===== config.mk =====
export PLATFORM = sky130hd
export DESIGN_NAME = pdc_channel
export DESIGN_NICKNAME = d
export VERILOG_FILES = /design/src/inc/pdc_pkg.sv /design/src/rtl/pdc_buf2.sv /design/src/rtl/pdc_channel.sv
export SDC_FILE = /design/constraint.sdc
export NUM_CORES = 1
export LEC_CHECK = 0
export ABC_AREA = 1
export BUFFER_PORTS_ARGS = -buffer_cell sky130_fd_sc_hd__buf_2
export CAP_MARGIN = 10
export CORE_MARGIN = 10
export CORE_UTILIZATION = 56
export CTS_BUF_LIST = sky130_fd_sc_hd__clkbuf_4 sky130_fd_sc_hd__clkbuf_8
export CTS_CLUSTER_SIZE = 14
export DETAILED_ROUTE_END_ITERATION = 8
export PLACE_DENSITY = 0.83
export SLEW_MARGIN = 0
export SYNTH_ARGS = -nofsm -noshare
export SYNTH_HDL_FRONTEND = slang
export SYNTH_SLANG_ARGS = --single-unit

===== constraint.sdc =====
create_clock -name mclk -period 2.5 [get_ports mclk]
set_input_delay 0.375 -clock mclk [delete_from_list [all_inputs] [get_ports mclk]]
set_output_delay 0.375 -clock mclk [all_outputs]
set_load 0.02 [all_outputs]

===== src/inc/pdc_pkg.sv =====
// constants, types and helpers shared by the transfer channel register block
package pdc_pkg;
  // register offsets in the channel's register space
  localparam logic [7:0]  PDC_OFS_PCI_START = 8'h40;
  localparam logic [7:0]  PDC_OFS_RAM_START = 8'h44;
  localparam logic [7:0]  PDC_OFS_CTRL      = 8'h48;
  // local memory address width (local_memory_addr_bits)
  localparam int          PDC_MEM_BITS      = 24;
  // control word field positions
  localparam int          PDC_B_ERR   = 0;
  localparam int          PDC_B_ABORT = 1;
  localparam int          PDC_B_DONE  = 2;
  localparam int          PDC_B_DIR   = 3;
  localparam int          PDC_B_REQ   = 4;
  localparam int          PDC_B_EN    = 5;
  localparam int          PDC_B_IACT  = 6;
  localparam int          PDC_B_IEN   = 7;
  localparam int          PDC_B_XSTAT = 8;
  localparam int          PDC_B_XEN   = 9;
  localparam int          PDC_B_RCV   = 10;
  localparam int          PDC_LEN_LO  = 16;
  localparam int          PDC_LEN_HI  = 27;
  // reset values
  localparam logic [29:0] PDC_RST_PCI   = 30'h0000_0000;
  localparam logic [21:0] PDC_RST_RAM   = 22'h00_0000;
  localparam logic [9:0]  PDC_RST_LEN   = 10'h000;
  localparam logic [31:0] PDC_RST_RDATA = 32'h0000_0000;
  // byte and word counts
  localparam logic [12:0] PDC_WORD_BYTES = 13'h0004;
  localparam logic [12:0] PDC_MAX_BYTES  = 13'h1000;
  localparam logic [10:0] PDC_MAX_WORDS  = 11'h400;

  // channel state, one-hot
  typedef enum logic [1:0] {
    PDC_ST_IDLE = 2'b01,
    PDC_ST_RUN  = 2'b10
  } pdc_state_e;

  // request handed to the bus master
  typedef struct packed {
    logic        req;
    logic        dir;
    logic [31:0] addr;
    logic [10:0] words;
  } pdc_mreq_s;

  // one word in the data path, with last-word marker
  typedef struct packed {
    logic        last;
    logic [31:0] data;
  } pdc_word_s;

  // length field to bytes; zero means the maximum transfer
  function automatic logic [12:0] pdc_len_bytes(input logic [9:0] len_words);
    pdc_len_bytes = (len_words == 10'h000) ? PDC_MAX_BYTES : {1'b0, len_words, 2'b00};
  endfunction : pdc_len_bytes

  // length field to words
  function automatic logic [10:0] pdc_len_words(input logic [9:0] len_words);
    pdc_len_words = (len_words == 10'h000) ? PDC_MAX_WORDS : {1'b0, len_words};
  endfunction : pdc_len_words
endpackage : pdc_pkg


===== src/rtl/pdc_buf2.sv =====
// two-entry word buffer with valid/ready on both sides
`timescale 1ns/1ns
module pdc_buf2
  import pdc_pkg::*;
(
  input  wire logic      mclk,      // clock
  input  wire logic      rst_b,     // async reset, active low
  input  wire logic      flush,     // drop all held words
  input  wire logic      in_valid,  // word offered
  output logic           in_ready,  // room for a word
  input  wire pdc_word_s in_data,   // offered word
  output logic           out_valid, // word held
  input  wire logic      out_ready, // sink takes word
  output pdc_word_s      out_data   // oldest word, from a register
);
  pdc_word_s  mem_q [2];
  pdc_word_s  mem_d [2];
  logic       wp_q, wp_d, rp_q, rp_d;
  logic [1:0] cnt_q, cnt_d;
  logic       push, pop;

  // handshakes come straight from the fill count
  assign in_ready  = (cnt_q != 2'd2);
  assign out_valid = (cnt_q != 2'd0);
  assign out_data  = mem_q[rp_q];
  assign push      = in_valid & in_ready;
  assign pop       = out_valid & out_ready;

  // next pointers, count and storage
  always_comb begin
    mem_d = mem_q;
    wp_d  = wp_q;
    rp_d  = rp_q;
    cnt_d = cnt_q;
    if (flush) begin
      wp_d  = 1'b0;
      rp_d  = 1'b0;
      cnt_d = 2'd0;
    end else begin
      if (push) begin
        mem_d[wp_q] = in_data;
        wp_d        = ~wp_q;
      end
      if (pop) begin
        rp_d = ~rp_q;
      end
      cnt_d = cnt_q + {1'b0, push} - {1'b0, pop};
    end
  end

  // register stage
  always_ff @(posedge mclk or negedge rst_b) begin
    if (!rst_b) begin
      mem_q[0] <= '0;
      mem_q[1] <= '0;
      wp_q     <= 1'b0;
      rp_q     <= 1'b0;
      cnt_q    <= 2'd0;
    end else begin
      mem_q <= mem_d;
      wp_q  <= wp_d;
      rp_q  <= rp_d;
      cnt_q <= cnt_d;
    end
  end
endmodule : pdc_buf2


===== src/rtl/pdc_channel.sv =====
// transfer channel: start address, local address and control registers with data path
`timescale 1ns/1ns
module pdc_channel
  import pdc_pkg::*;
(
  input  wire logic        mclk,              // clock, 25 MHz
  input  wire logic        rst_b,             // async reset, active low
  input  wire logic        io_map_sel,        // 1: registers in io window
  input  wire logic        acc_valid,         // register access strobe
  input  wire logic        acc_write,         // 1 write, 0 read
  input  wire logic        acc_io_space,      // access comes through io window
  input  wire logic [7:0]  acc_addr,          // byte offset
  input  wire logic [31:0] acc_wdata,         // write data
  output logic             acc_hit,           // access decodes to a register
  output logic [31:0]      acc_rdata_q,       // read data, next cycle
  output pdc_mreq_s        mst_req,           // request to bus master
  output logic             mst_recovery_en,   // data recovery enable
  input  wire logic        mst_master_abort,  // master abort pulse
  input  wire logic        mst_target_abort,  // target abort pulse
  input  wire logic        rta_clr,           // clear received target abort
  output logic             rta_q,             // received target abort status
  input  wire logic        pm_rx_valid,       // word read from pci
  input  wire logic [31:0] pm_rx_data,        // that word
  output logic             pm_rx_ready,       // word taken
  output logic             pm_tx_valid,       // word to write to pci
  output logic [31:0]      pm_tx_data,        // that word
  input  wire logic        pm_tx_ready,       // master takes it
  output logic [23:0]      ram_addr_q,        // local byte address
  output logic             ram_rd_req,        // local read, data same cycle
  input  wire logic        ram_rd_valid,      // local read data valid
  input  wire logic [31:0] ram_rd_data,       // local read data
  output logic             ram_wr_valid,      // local write request
  output logic [31:0]      ram_wr_data,       // local write data
  input  wire logic        ram_wr_ready,      // local write taken
  input  wire logic        external_interrupt_in_n, // external interrupt, active low
  output logic             int_line_n_q       // interrupt line, active low
);
  pdc_state_e  st_q, st_d;
  logic [29:0] pci_q, pci_d;
  logic [21:0] ram_start_q, ram_start_d, ram_cur_q, ram_cur_d;
  logic [9:0]  len_q, len_d;
  logic [12:0] rem_q, rem_d;
  logic [10:0] left_q, left_d;
  logic        err_q, err_d, done_q, done_d, dir_q, dir_d, req_q, req_d;
  logic        en_q, en_d, iact_q, iact_d, ien_q, ien_d, xstat_q, xstat_d;
  logic        xen_q, xen_d, rcv_q, rcv_d, rta_d, int_n_d;
  logic [31:0] rdata_d;
  logic        run, active, wr_pci, wr_ram, wr_ctrl, start, abort, flush;
  logic        src_valid, snk_ready, src_fire, snk_fire;
  logic        buf_in_valid, buf_in_ready, buf_out_valid, buf_out_ready;
  pdc_word_s   buf_in, buf_out;
  logic [31:0] ctrl_view;

  // register decode; window chosen by mapping option
  assign acc_hit = acc_valid & (acc_io_space == io_map_sel) &
                   (acc_addr == PDC_OFS_PCI_START || acc_addr == PDC_OFS_RAM_START ||
                    acc_addr == PDC_OFS_CTRL);
  assign wr_pci  = acc_hit & acc_write & (acc_addr == PDC_OFS_PCI_START);
  assign wr_ram  = acc_hit & acc_write & (acc_addr == PDC_OFS_RAM_START);
  assign wr_ctrl = acc_hit & acc_write & (acc_addr == PDC_OFS_CTRL);
  assign run     = (st_q == PDC_ST_RUN);
  assign active  = run & en_q;
  assign abort   = wr_ctrl & acc_wdata[PDC_B_ABORT];
  assign start   = wr_ctrl & acc_wdata[PDC_B_REQ] & acc_wdata[PDC_B_EN] &
                   ~acc_wdata[PDC_B_ABORT] & ~run;
  assign flush   = run & (abort | mst_master_abort | mst_target_abort);

  // data path steered by direction, gated by enable
  assign src_valid     = dir_q ? pm_rx_valid : ram_rd_valid;
  assign buf_in_valid  = active & (left_q != 11'd0) & src_valid;
  assign pm_rx_ready   = active & dir_q & (left_q != 11'd0) & buf_in_ready;
  assign ram_rd_req    = active & ~dir_q & (left_q != 11'd0) & buf_in_ready;
  assign buf_in.data   = dir_q ? pm_rx_data : ram_rd_data;
  assign buf_in.last   = (left_q == 11'd1);
  assign src_fire      = buf_in_valid & buf_in_ready;
  assign snk_ready     = dir_q ? ram_wr_ready : pm_tx_ready;
  assign buf_out_ready = active & snk_ready;
  assign snk_fire      = buf_out_valid & buf_out_ready;
  assign ram_wr_valid  = active & dir_q & buf_out_valid;
  assign pm_tx_valid   = active & ~dir_q & buf_out_valid;
  assign ram_wr_data   = buf_out.data;
  assign pm_tx_data    = buf_out.data;

  // buffer between source and sink
  pdc_buf2 u_buf (
    .mclk      (mclk),
    .rst_b     (rst_b),
    .flush     (flush),
    .in_valid  (buf_in_valid),
    .in_ready  (buf_in_ready),
    .in_data   (buf_in),
    .out_valid (buf_out_valid),
    .out_ready (buf_out_ready),
    .out_data  (buf_out)
  );

  // master request and recovery control
  assign mst_req.req     = active;
  assign mst_req.dir     = dir_q;
  assign mst_req.addr    = {pci_q, 2'b00};
  assign mst_req.words   = pdc_len_words(len_q);
  assign mst_recovery_en = rcv_q;

  // control word view; reserved and abort bits read zero
  always_comb begin
    ctrl_view                 = 32'h0000_0000;
    ctrl_view[PDC_B_ERR]      = err_q;
    ctrl_view[PDC_B_DONE]     = done_q;
    ctrl_view[PDC_B_DIR]      = dir_q;
    ctrl_view[PDC_B_REQ]      = req_q;
    ctrl_view[PDC_B_EN]       = en_q;
    ctrl_view[PDC_B_IACT]     = iact_q;
    ctrl_view[PDC_B_IEN]      = ien_q;
    ctrl_view[PDC_B_XSTAT]    = xstat_q;
    ctrl_view[PDC_B_XEN]      = xen_q;
    ctrl_view[PDC_B_RCV]      = rcv_q;
    ctrl_view[PDC_LEN_HI:PDC_LEN_LO] = run ? rem_q[11:0] : {len_q, 2'b00};
  end

  // read data; unmapped offsets read zero
  always_comb begin
    rdata_d = acc_rdata_q;
    if (acc_valid && !acc_write) begin
      rdata_d = 32'h0000_0000;
      if (acc_hit) begin
        unique case (acc_addr)
          PDC_OFS_PCI_START: rdata_d = {pci_q, 2'b00};
          PDC_OFS_RAM_START: rdata_d = {8'h00, run ? ram_cur_q : ram_start_q, 2'b00};
          default:           rdata_d = ctrl_view;
        endcase
      end
    end
  end

  // next state of registers and channel
  always_comb begin
    st_d        = st_q;
    pci_d       = pci_q;
    ram_start_d = ram_start_q;
    ram_cur_d   = ram_cur_q;
    len_d       = len_q;
    rem_d       = rem_q;
    left_d      = left_q;
    err_d       = err_q;
    done_d      = done_q;
    dir_d       = dir_q;
    req_d       = req_q;
    en_d        = en_q;
    iact_d      = iact_q;
    ien_d       = ien_q;
    xstat_d     = xstat_q;
    xen_d       = xen_q;
    rcv_d       = rcv_q;
    rta_d       = rta_q;
    if (wr_pci && !run) pci_d = acc_wdata[31:2];
    if (wr_ram && !run) ram_start_d = acc_wdata[PDC_MEM_BITS-1:2];
    if (wr_ctrl) begin
      en_d  = acc_wdata[PDC_B_EN];
      ien_d = acc_wdata[PDC_B_IEN];
      xen_d = acc_wdata[PDC_B_XEN];
      rcv_d = acc_wdata[PDC_B_RCV];
      if (!run) begin
        dir_d = acc_wdata[PDC_B_DIR];
        len_d = acc_wdata[PDC_LEN_HI:PDC_LEN_LO+2];
      end
      if (acc_wdata[PDC_B_ERR])   err_d   = 1'b0;
      if (acc_wdata[PDC_B_IACT])  iact_d  = 1'b0;
      if (acc_wdata[PDC_B_XSTAT]) xstat_d = 1'b0;
    end
    if (rta_clr) rta_d = 1'b0;
    unique case (st_q)
      PDC_ST_IDLE: begin
        if (start) begin
          st_d      = PDC_ST_RUN;
          req_d     = 1'b1;
          done_d    = 1'b0;
          ram_cur_d = ram_start_q;
          rem_d     = pdc_len_bytes(acc_wdata[PDC_LEN_HI:PDC_LEN_LO+2]);
          left_d    = pdc_len_words(acc_wdata[PDC_LEN_HI:PDC_LEN_LO+2]);
        end
      end
      PDC_ST_RUN: begin
        if (src_fire) left_d = left_q - 11'd1;
        if ((src_fire && !dir_q) || (snk_fire && dir_q)) ram_cur_d = ram_cur_q + 22'd1;
        if (snk_fire) rem_d = rem_q - PDC_WORD_BYTES;
        if (abort) begin
          st_d  = PDC_ST_IDLE;
          req_d = 1'b0;
        end else if (mst_master_abort) begin
          st_d   = PDC_ST_IDLE;
          req_d  = 1'b0;
          err_d  = 1'b1;
          iact_d = 1'b1;
        end else if (mst_target_abort) begin
          st_d   = PDC_ST_IDLE;
          req_d  = 1'b0;
          rta_d  = 1'b1;
          iact_d = 1'b1;
        end else if (snk_fire && rem_q == PDC_WORD_BYTES) begin
          st_d   = PDC_ST_IDLE;
          req_d  = 1'b0;
          done_d = 1'b1;
          iact_d = 1'b1;
        end
      end
    endcase
    if (xen_q && !external_interrupt_in_n) xstat_d = 1'b1;
  end

  // interrupt line, low when an enabled source is active
  assign int_n_d = ~((iact_q & ien_q) | (xstat_q & xen_q));

  // register stage
  always_ff @(posedge mclk or negedge rst_b) begin
    if (!rst_b) begin
      st_q         <= PDC_ST_IDLE;
      pci_q        <= PDC_RST_PCI;
      ram_start_q  <= PDC_RST_RAM;
      ram_cur_q    <= PDC_RST_RAM;
      len_q        <= PDC_RST_LEN;
      rem_q        <= 13'h0000;
      left_q       <= 11'h000;
      {err_q, done_q, dir_q, req_q, en_q, iact_q} <= 6'h00;
      {ien_q, xstat_q, xen_q, rcv_q, rta_q}       <= 5'h00;
      int_line_n_q <= 1'b1;
      acc_rdata_q  <= PDC_RST_RDATA;
    end else begin
      st_q         <= st_d;
      pci_q        <= pci_d;
      ram_start_q  <= ram_start_d;
      ram_cur_q    <= ram_cur_d;
      len_q        <= len_d;
      rem_q        <= rem_d;
      left_q       <= left_d;
      {err_q, done_q, dir_q, req_q, en_q, iact_q} <= {err_d, done_d, dir_d, req_d, en_d, iact_d};
      {ien_q, xstat_q, xen_q, rcv_q, rta_q}       <= {ien_d, xstat_d, xen_d, rcv_d, rta_d};
      int_line_n_q <= int_n_d;
      acc_rdata_q  <= rdata_d;
    end
  end

  // local address output follows the working address
  assign ram_addr_q = {ram_cur_q, 2'b00};
endmodule : pdc_channel


* Word-level counts from Yosys, hierarchy flattened
Index checks and enable logic that the tools add are counted.
Cells by class: divide/modulo/power cells 0, multiply operators 0, equality and inequality tests 18, $add $sub $neg 5, bitwise operators 40, reductions and logical operators 31, multiplexer cells 68, shift-type cells 0, order comparisons 3
Operator list (number):
- 2-to-1 mux 32 bit | 5
- bitwise mux 66 bit | 1
- 2-to-1 mux 22 bit | 3
- one-hot mux 32 bit (2 select lines) | 1
- 2-to-1 mux 11 bit | 4
- one-hot mux 22 bit (2 select lines) | 1
- 2-to-1 mux 13 bit | 3
- 2-to-1 mux 1 bit | 36
- demux 33 bit (select 1 bit) | 1
- 2-to-1 mux 33 bit | 1
- bitwise AND 1 bit | 28
- one-hot mux 13 bit (2 select lines) | 1
- equality test 8 x 7 -> 1 bit, second input constant | 3
- adder 22 x 1 -> 22 bit, second input constant | 1
- one-hot mux 11 bit (2 select lines) | 1
- logical NOT 10 bit | 2
- AND reduction 2 bit | 7
- equality test 13 x 3 -> 1 bit, second input constant | 1
- subtractor 13 x 3 -> 13 bit, second input constant | 1
- 2-to-1 mux 12 bit | 1
- 2-to-1 mux 2 bit | 6
- equality test 11 x 1 -> 1 bit, second input constant | 1
- nonzero test 11 bit | 1
- subtractor 11 x 1 -> 11 bit, second input constant | 1
- 20 further kinds | 54
Word-level totals: output and inout port bits 173, RAM bits 0, bits in latches 0, flip-flop bits (word level) 224, ROM bits 0, memories kept 0, input bits 118

* Longest topological paths before layout
Gate-level depths: netlist of run 1.
depth after elaboration 12, gate-level depth with buffers 14, depth with buffers taken out 13

* Cells and area by module
Synthesis of run 1 repeated with hierarchy kept, for this count alone.
Unflattened totals: cell total of the unflattened synthesis 1668, area, all modules 12070.3 µm²
Modules (own cells, without submodules):
- pdc_channel | area each 8679.6 µm², cells each 1236, seq. area each 3756.1 µm², times used 1
- pdc_buf2 | area each 3390.8 µm², cells each 432, seq. area each 1751.7 µm², times used 1

* Least setup slack after synthesis of run 1
Ideal clock, no wire load.
kind register -> register, start point reg left_q[0], end point reg u_buf.cnt_q[1], path buffers 1, stages on the path, launching flop included 13, slack 531 ps, library setup time 120 ps, period minus slack after synthesis 1969 ps, data required time 2380 ps, data arrival time 1849 ps, path through dfrtp_1 -> inv_1 -> ha_1 -> nand3_1 -> nor2_1 -> nand2_1 -> nand3_2 -> inv_2 -> buf_2 -> ha_1 -> xnor2_1 -> xor2_1 -> nor2_1
On the way: word-level cells in the longest chain between the ends 7
RTL lines:
- start: declaration | RTL line pdc_channel.sv:43 | logic [10:0] left_q, left_d;
- start signal: assignment | RTL line pdc_channel.sv:234 | left_q <= left_d;
- nonzero test 11 bit | RTL line pdc_channel.sv:70 | assign buf_in_valid = active & (left_q != 11'd0) & src_valid;
- bitwise AND 1 bit (2 in series) | RTL line pdc_channel.sv:70
- bitwise AND 1 bit | RTL line pdc_buf2.sv:26 | assign push = in_valid & in_ready;
- adder 2 x 1 -> 2 bit | RTL line pdc_buf2.sv:47 | cnt_d = cnt_q + {1'b0, push} - {1'b0, pop};
- subtractor 2 x 1 -> 2 bit | RTL line pdc_buf2.sv:47
- 2-to-1 mux 2 bit | RTL line pdc_buf2.sv:35 | if (flush) begin
- via u_buf.cnt_d[1] | RTL line pdc_buf2.sv:19 | logic [1:0] cnt_q, cnt_d;
- end signal: assignment | RTL line pdc_buf2.sv:63 | cnt_q <= cnt_d;
- end: declaration | RTL line pdc_buf2.sv:19
The timed path passes the listed nets, and every way through them passes these cells. A chain may end at the register's enable or synchronous reset.

* Final worst setup path of run 1
start point reg left_q[0], end point out pm_rx_ready
On the way: word-level cells in the longest chain between the ends 3
RTL lines:
- nonzero test 11 bit | RTL line pdc_channel.sv:71 | assign pm_rx_ready = active & dir_q & (left_q != 11'd0) & buf_in_ready;
- bitwise AND 1 bit (2 in series) | RTL line pdc_channel.sv:71
- end: declaration | RTL line pdc_channel.sv:24 | output logic pm_rx_ready,
No other way between the ends.

==> results of run 1 <==
[layout by cell type (no fill, tap or decap), drive strengths merged, types with 3 or more instances in the layout]
cell	count
buf	323
nand4	49
ha	6
clkbuf	62
conb	5
mux2	36
clkinv	5
nor2	45
xnor2	4
a21o	3
a32o	4
o211ai	9
nand2	587
dfrtp	216
nor3	22
xor2	11
nor4	3
nand3	138
a21oi	17
o21ai	121
inv	108
a22o	14
[power groups by stage]
stage / Sequential [W] / Clock, W / Combinational (W)
3_5_place_dp: 0.00470 / 0 / 0.00577
3_3_place_gp: 0.00466 / 0 / 0.00567
2_1_floorplan: 0.00460 / 0 / 0.00455
6_report: 0.00466 / 0.00349 / 0.00580
4_1_cts: 0.00465 / 0.00354 / 0.00580
5_1_grt: 0.00474 / 0.00372 / 0.00635
[repair_timing]
item / in CTS / in global routing
setup endpoints to repair: 0 / 3
hold buffers: 2 / 0
setup buffers: 0 / 0
hold endpoints to repair: 64 / 0
gates resized for setup: 0 / 2
[state kept, by name, indices dropped and copies added (netlist names)]
name,cells
u_buf.rp_q,1
left_q,11
ram_start_q,22
int_line_n_q,1
rta_q,1
iact_q,1
u_buf.wp_q,1
st_q,2
u_buf.mem_q,64
acc_rdata_q,31
len_q,10
rem_q,11
u_buf.cnt_q,2
err_q,1
done_q,1
xstat_q,1
xen_q,1
ien_q,1
en_q,1
ram_cur_q,22
pci_q,30
mst_recovery_en,1
dir_q,1
[layout make-up]
class / count / area (sq um) / area share (%)
Antenna cell: 2 / 5.00 / 0.0355
Clock buffer: 62 / 797 / 5.65
Clock inverter: 6 / 37.5 / 0.266
Tap cell: 275 / 344 / 2.44
Sequential cell: 218 / 5460 / 38.7
Timing Repair Buffer: 325 / 1800 / 12.7
Inverter: 107 / 402 / 2.85
Multi-Input combinational cell: 1086 / 5270 / 37.3
[logic make-up (layout without fill, tap and decap cells)]
kind of cell               count (synthesis)  count (layout)  synth area share [%]
xor gates and xnor gates                  15              15                  1.11
other                                      1               7                0.0317
adders and majority gates                  6               6                 0.634
DFF                                      218             218                  46.1
muxes                                     36              36                  3.43
AOI/OAI and AO/OA                        176             176                  8.67
buffers and inverters                    241             500                  9.56
and+or+nand+nor                          848             848                  30.5
[metrics by stage]
stage	util [%]	hold WS (ps)
2_1_floorplan	-	79.4
3_3_place_gp	63.4	355
3_5_place_dp	63.4	360
4_1_cts	67.5	14.8
5_1_grt	67.5	14.0
6_report	67.5	26.7
[worst paths after layout]
path,endpoint,slack [ps],depth (start not counted)
max reg2reg,u_buf.cnt_q[1],290,11
min in group asynchronous,ram_start_q[12],410,2
min,xstat_q,30,2
min reg2reg,u_buf.mem_q[58],470,2
max,pm_rx_ready,160,8
max in group asynchronous,st_q[0],1270,3
[routing by layer]
metal / share of wire [%] / GRT usage [%] / vias up / wire length, um
li1: - / - / 5441 / -
met5: 0 / 0 / - / 0
met2: 47 / 40.9 / 552 / 17000
met3: 10 / 6.74 / 73 / 3710
met1: 40 / 32.2 / 5372 / 14200
met4: 2.5 / 7.98 / 0 / 911
[critical path: stages (launching register included)]
cell	delay [ps]
dfrtp_1	410
inv_1	70
ha_1	230
nand3_1	170
nor2_2	150
nand2_1	100
inv_1	100
nor3_1	50
buf_2	170
==> impl_results.md, run 1 <==
* Number of synthesized flops with an enable pin at 0
* Syn_area_per_cell at 7.68 sq um
* Final Non-Filler Cells at 2081
* Fin Setup TNS at 0 ps
* Iter 0 DRT Violations at 980
* Mapped cell area at 11800 sq um
* Routability cong. at 0.906
* Sw Pwr at 0.00585 W
* Initial antenna violation count at 1
* Sequential area share after synthesis at 46.1%
* Initial Util at 56.7%
* WL final at 35.8 mm
* Die area at 27300 sq um
* Critical Path End Type: output port
* Die width at 165 um
* # DRC at 0
* Via density at 5.50
* Global-route wire length before repair at 56.2 mm
* Final Cell Area at 14100 sq um
* Detail Route Antenna Nets at 0
* DP HPWL at 26.0 mm
* Clock Latency Late Sink at 550 ps
* Worst endpoint required time at 2120 ps
* Layout fillers at 1696
* Total GRT Usage at 25.2%
* Post-synth top area cell: dfrtp_1
* CP max FO at 4
* Share of the synthesized area in the top cell type at between 40 and 50%
* Pint at 0.00810 W
* Synth warnings at 0
* TritonRoute pass-1 iters at 6
* CP arrival at 1970 ps
* Comb power frac at 41.6%
* Maximum root-to-sink buffer count at 3
* Final Max Slew Viols at 0
* Rows at 53
* I/O Buffers at ~290
* GRT overflow at 0
* Synthesized flop and latch total at between 200 and 250
* Fraction of registers with async set/reset at 100%
* Fin worst setup slack at 158 ps
* Vias in the first global route at 11062
* CP startpoint: left_q[0]
* Placed Cells incl. Taps at 2009
* Hold_sp: external_interrupt_in_n
* Synth top area cells: dfrtp_1 46%, nand2_1 18%, nand3_1 5.8%
* Tot Pwr at 0.0140 W
* Clock Skew at 30.6 ps
* Syn-to-layout area delta at 19.2%
* Tcrit/Tclk final at 93.7%
* Startpoint Class: flip-flop
* Outcome: finished, final reports clean
* # setup viols final at 0
* Ports at ~290
* Clock sinks at roughly 220
* Worst vdd ir at between 500 and 600 uV
* Clock H-tree levels at 2
* Routed WL per cell at 17.2 um
* Final-report hold violation count at 0
* Cells after Synth at 1541
* MaxCap Viol Count at 0
* Synth unique cells at 44
* Clk pwr share at 25.0%
* Critical path type: flip-flop to output port
* Share of layout cells above drive strength 1 at between 20% and 30%
* Placed cell areas at ~13000 sq um
* Via Count at between 10000 and 15000
* Die Height at 165 um
* Pre-CTS setup slack at between 150 and 200 ps
* CTS clk-pin slew, worst paths at ~60 ps
* TritonCTS buffer count at 38
* Nets@finish at 1900
* Net Sw Frac at 41.9%
* Floorplan core area at 20900 sq um
* Clock Root Buffer: clkbuf_8
* Hold Crit Class: input port to flip-flop
* Slew headroom at 57.9%
* Top-count cell post-synth: nand2_1
* Synth cell count leaders: 583 x nand2_1, 216 x dfrtp_1, 136 x nand3_1
* Leakage power at 7.84 nW
* Post-synth top flop: dfrtp_1
* Reg-to-Reg Start: st_q[0]
* CTS tree: built
* Sequential share of power at 33.4%
* FMAX at 0.427 GHz
* Pwr Density at 989 nW/um^2
* Largest net degree at the start of global routing at 68
* Worst Tran Pin Value at 630 ps
* Min cycle time layout at ~2300 ps
(Power assumes the default switching activity.)
==> run 2, diff against run 1 <==
--- a/config.mk
+++ b/config.mk
@@ -14,6 +14,7 @@
 export CTS_CLUSTER_SIZE = 14
 export DETAILED_ROUTE_END_ITERATION = 8
 export PLACE_DENSITY = 0.83
+export RECOVER_POWER = 100
 export SLEW_MARGIN = 0
 export SYNTH_ARGS = -nofsm -noshare
 export SYNTH_HDL_FRONTEND = slang
==> run 2 against run 1 <==
The run now ends with max-capacitance violations, max-slew violations left. Clock skew is 1.4 ps lower. Sequential power hardly changed. Wire length is 0.35% lower. Count of clock-buffer cells in the layout stayed put. Die area stayed put. Critical path depth is 3 lower. First-iteration DRC count is 1.9% lower. Critical endpoint is now ram_rd_req. Highest routed layer unchanged.
==> impl_results.md, run 2 (same netlist as run 1, synthesis figures left out) <==
* Final Max Slew Viols at 67
* Most frequent cells in the layout: 584 x nand2_1, 216 x dfrtp_1, 188 x buf_2
* CP max FO at 33
* Hold depth at 2
* Syn-to-layout area delta at 17.3%
* TritonCTS buffer count at 38
* Worst endpoint required time at 2120 ps
* DRT met1 WL at roughly 14 mm
* Via Count at 11484
* Reg2Reg Setup Slack at 230 ps
* Fin worst setup slack at around 170 ps
* CTS tree: built
* Top layer reached by signal wires: met4
* CP arrival at ~2000 ps
* # setup viols final at 0
* Worst Tran Pin Value at about 1700 ps
* Rows at 53
* Commonest non-fill, non-tap cell in the layout: nand2_1
* CP delay by family, top: buffers and inverters
* Vias in the first global route at 11062
* MaxCap Viol Count at 1
* Tcrit/Tclk final at 93.3%
* Maximum root-to-sink buffer count at 3
* Layout fillers at roughly 1800
* Die width at 165 um
* Hold endpoint: xstat_q
* TritonRoute pass-1 iters at 5
* Outcome: finished with violations
* Critical path type: flip-flop to output port
* Iter 0 DRT Violations at ~960
* Min cycle time layout at 2330 ps
* DP HPWL at 26.0 mm
* Pwr Density at approximately 1000 nW/um^2
* Die Height at 165 um
* Global-route wire length before repair at 56.2 mm
* Pint at 0.00807 W
* Met2 WL at between 15 and 20 mm
* Pre-CTS setup slack at 169 ps
* Initial antenna violation count at 1
* Placed cell areas at 13200 sq um
* Clock sinks at 218
* Ports at approximately 290
* Flip-flop count of the largest register after layout at 64
* Nets@finish at 1900
* # DRC at 0
* Comb power frac at 41.4%
* Startpoint Class: flip-flop
* Final-report hold violation count at 0
* FMAX at 0.429 GHz
* Routability cong. at 0.906
* Clock Root Buffer: clkbuf_8
* Final Cell Area at 13900 sq um
* Routed WL per cell at 17.1 um
* Slowest cell on the critical path: dfrtp_1
* Via density at 5.52
* Share of layout cells above drive strength 1 at 19.1%
* Hold Crit Class: input port to flip-flop
* Worst path bufs/invs at 3
* Crit path largest cell delay at 510 ps
* Leakage power at 7.38 nW
* Clock Skew at just under 30 ps
* Clock H-tree levels at 2
* Top reg by flops: u_buf.mem_q
* Fin Setup TNS at 0 ps
* Clock Latency Late Sink at 550 ps
* GRT overflow at 0
* Reg-to-Reg Start: left_q[0]
* Largest net degree at the start of global routing at 68
* Initial Util at 56.7%
* Setup Buffers After CTS at 0
* Slew headroom at -13.6%
* Die area at 27300 sq um
* WL final at 35.7 mm
* Hold_sp: external_interrupt_in_n
* Worst vdd ir at 496 uV
* Sequential share of power at approximately 34%
* Sw Pwr at 0.00583 W
* I/O Buffers at 285
* Worst-path cell chain: inv_2, buf_6, nand2_1, nor3_1, buf_2
* Reg2reg path depth at 11
* Post-layout util at 66.4%
* Floorplan core area at about 21000 sq um
* FF-to-FF End: u_buf.mem_q[16]
* Routed wl met3 at 3.66 mm
* Net Sw Frac at 42.0%
* Largest regs: u_buf.mem_q (64), acc_rdata_q (31), pci_q (30)
* CTS clk-pin slew, worst paths at 60 ps
* Critical Path End Type: output port
* Failing checks: max-capacitance violations, max-slew violations
* Total GRT Usage at 25.2%
* Clk pwr share at 25.0%
* Detail Route Antenna Nets at 0
==> run 2: how the worst max path moves through the flow <==
stage                start               to  depth (start not counted)
5_1_grt          left_q[3]  u_buf.mem_q[16]                         12
6_report             dir_q       ram_rd_req                          5
4_1_cts              dir_q       ram_rd_req                          5
2_1_floorplan    left_q[0]   u_buf.cnt_q[1]                         12
3_5_place_dp   acc_addr[4]        left_q[0]                         13
3_3_place_gp   acc_addr[4]        left_q[9]                         13
==> run 2: layout make-up <==
type / count / area (sq um) / share of cell area, %
diodes: 1 / 2.50 / 0.0180
clock inverters: 6 / 37.5 / 0.271
inverters: 107 / 402 / 2.89
well taps: 275 / 344 / 2.48
repair buffers: 325 / 1620 / 11.7
flip-flops and latches: 218 / 5460 / 39.3
multi-input cells: 1086 / 5220 / 37.6
clock buffers: 62 / 797 / 5.74
==> run 2: per-stage QoR <==
step,std cells,total power [W],hold WS (ps)
final,2080,0.0139,31.6
after global routing,2079,0.0148,14.0
after CTS,2079,0.0140,14.8
after detailed placement,2009,0.0105,360
after global placement,2009,0.0103,355
after floorplan,1545,0.00915,79.4
==> run 2: layer usage <==
metal	GRT usage [%]	vias to the layer above
met5	0	-
met4	7.98	0
met3	6.74	77
met2	40.9	581
met1	32.2	5382
li1	-	5444
==> run 2: power by group through the flow <==
| stage | Sequential (W) | Clock [W] | Combinational [W] |
|---|---|---|---|
| final | 0.00466 | 0.00348 | 0.00576 |
| after global placement | 0.00466 | 0 | 0.00567 |
| after detailed placement | 0.00470 | 0 | 0.00577 |
| after CTS | 0.00465 | 0.00354 | 0.00580 |
| after floorplan | 0.00460 | 0 | 0.00455 |
| after global routing | 0.00474 | 0.00372 | 0.00631 |
==> run 2: repair_timing <==
item | in CTS | in global routing
hold endpoints to repair | 64 | 0
hold buffers | 2 | 0
gates resized for setup | 0 | 2
setup endpoints to repair | 0 | 3
==> run 3, diff against run 2 <==
--- a/config.mk
+++ b/config.mk
@@ -13,7 +13,7 @@
 export CTS_BUF_LIST = sky130_fd_sc_hd__clkbuf_4 sky130_fd_sc_hd__clkbuf_8
 export CTS_CLUSTER_SIZE = 14
 export DETAILED_ROUTE_END_ITERATION = 8
-export PLACE_DENSITY = 0.83
+export PLACE_DENSITY_LB_ADDON = 0.12
 export RECOVER_POWER = 100
 export SLEW_MARGIN = 0
 export SYNTH_ARGS = -nofsm -noshare
==> run 3 against run 2 <==
The run still ends with max-capacitance violations, max-slew violations left. Sequential share of layout area rose by 0.089 points. Global-route usage rose by 0.96 points. Count of clock-buffer cells in the layout fell by 4. Critical endpoint is now ram_wr_valid.
==> impl_results.md, run 3 (same netlist as run 1, synthesis figures left out) <==
* Hold endpoint: xstat_q
* Hold Crit Class: input port to flip-flop
* # diodes at 0
* Pwr Density at 983 nW/um^2
* Critical path type: flip-flop to output port
* Slew headroom at -20.6%
* Routed WL per cell at 17.7 um
* FMAX at ~0.42 GHz
* Share of layout cells above drive strength 1 at 16.9%
* Worst Tran Pin Value at 1810 ps
* Pint at 0.00780 W
* WL final at 36.7 mm
* Initial Util at 56.7%
* Global-route wire length before repair at 58.0 mm
* Critical Path End Type: output port
* Largest regs: u_buf.mem_q (64), acc_rdata_q (31), pci_q (30)
* Flip-flop count of the largest register after layout at 64
* Rows at 53
* Startpoint Class: flip-flop
* Detail Route Antenna Nets at 0
* Maximum root-to-sink buffer count at 3
* CP max FO at 7
* CP arrival at just over 2000 ps
* Initial antenna violation count at 2
* TritonRoute pass-1 iters at 6
* Comb power frac at roughly two fifths
* Worst endpoint required time at 2120 ps
* FF-to-FF End: acc_rdata_q[23]
* Most frequent cells in the layout: 584 x nand2_1, 216 x dfrtp_1, 151 x buf_2
* # DRC at 0
* Top reg by flops: u_buf.mem_q
* Sequential share of power at between 30% and 40%
* Reg2reg path depth at 8
* I/O Buffers at 285
* GRT overflow at 0
* TritonCTS buffer count at 39
* Via density at 5.46
* Die width at approximately 170 um
* Clock Skew at 23.8 ps
* Total GRT Usage at 26.1%
* Leakage power at 7.31 nW
* Die area at 27300 sq um
* Failing checks: max-capacitance violations, max-slew violations
* CTS clk-pin slew, worst paths at about 60 ps
* Tcrit/Tclk final at 96.4%
* Clk pwr share at a little under a quarter
* Via Count at 11360
* CTS tree: built
* Clock Root Buffer: clkbuf_8
* Hold_sp: external_interrupt_in_n
* Reg2Reg Setup Slack at about 170 ps
* DP HPWL at between 20 and 30 mm
* Outcome: finished with violations
* Reg-to-Reg Start: st_q[0]
* Routability cong. at ~0.9
* # setup viols final at 0
* Placed cell areas at ~13000 sq um
* Syn-to-layout area delta at 17.0%
* Hold depth at 2
* Iter 0 DRT Violations at 806
* Nets@finish at 1907
* Setup Buffers After CTS at 0
* Commonest non-fill, non-tap cell in the layout: nand2_1
* Unrepaired setup endpoints after global routing: no
* Fin Setup TNS at 0 ps
* Worst vdd ir at 576 uV
* Min cycle time layout at 2410 ps
* Net Sw Frac at between 40% and 50%
* Floorplan core area at 20900 sq um
* Vias in the first global route at 11096
* Final Cell Area at between 10000 and 15000 sq um
* Ports at 291
* Clock H-tree levels at 2
* Sw Pwr at 0.00581 W
* Final-report hold violation count at 0
* Final Max Slew Viols at 73
* Clock Latency Late Sink at 540 ps
* MaxCap Viol Count at 1
* Clock sinks at 218
* Largest net degree at the start of global routing at between 70 and 80
* Die Height at around 170 um
run 3: changes by cell type in the layout (fill, tap and decap cells not counted), moves of 2 or more:
cell,change
nand3_1,-2
clkbuf_2,+26
clkbuf_4,+4
mux2_2,-27
buf_12,+2
clkbuf_8,-6
inv_6,-2
mux2_1,+27
buf_2,-37
clkbuf_1,+14
run 3: power by group through the flow:
stage,Sequential (W),Clock (W),Combinational (W)
6_report,0.00465,0.00327,0.00568
5_1_grt,0.00473,0.00349,0.00631
4_1_cts,0.00465,0.00333,0.00588
3_5_place_dp,0.00469,0,0.00586
3_3_place_gp,0.00468,0,0.00578
2_1_floorplan,0.00460,0,0.00455
run 3: layout make-up:
type	count	area (sq um)
Tap cell	275	344
Inverter	107	402
Clock buffer	58	729
Sequential cell	218	5460
Clock inverter	4	22.5
Fill cell	1944	7040
Timing Repair Buffer	331	1660
Multi-Input combinational cell	1086	5230
run 3: repair_timing:
| item | 4_1_cts | 5_1_grt |
|---|---|---|
| endpoints found under the setup margin | 0 | 2 |
| hold endpoints to repair | 69 | 0 |
| gates resized for setup | 0 | 2 |
| hold buffers | 2 | 0 |
run 3: per-stage QoR:
stage          std cells  hold WS, ps  setup slack [ps]  total power, W  util (%)
2_1_floorplan       1545         79.4               531         0.00915         -
3_3_place_gp        2015          392               298          0.0105      63.8
3_5_place_dp        2015          392               218          0.0106      63.8
4_1_cts             2079         13.8              17.1          0.0139      67.5
5_1_grt             2079         21.9              7.98          0.0145      66.3
6_report            2079         28.2              90.4          0.0136      66.3
run 3: critical path: stages (launching register included):
cell and delay (ps):
dfrtp_1 580, inv_2 110, nor3_1 190, inv_1 90, nor2_1 290, buf_2 240
run 3: how the worst max path moves through the flow:
stage | startpoint | endpoint | slack [ps]
global placement | acc_addr[4] | left_q[9] | 300
CTS | dir_q | ram_rd_req | 20
floorplan | left_q[0] | u_buf.cnt_q[1] | 530
finish | dir_q | ram_wr_valid | 90
global route | rst_b | pci_q[7] | 8
detailed placement | acc_addr[5] | left_q[2] | 220
run 3: metal layers:
layer  vias up  part of all wire, %  GRT usage (%)
met1      5354                   41           33.4
met5         -                0.063              0
met2       497                   46           41.9
met3        59                   11           8.13
li1       5446                    -              -
met4         4                  2.3           7.90
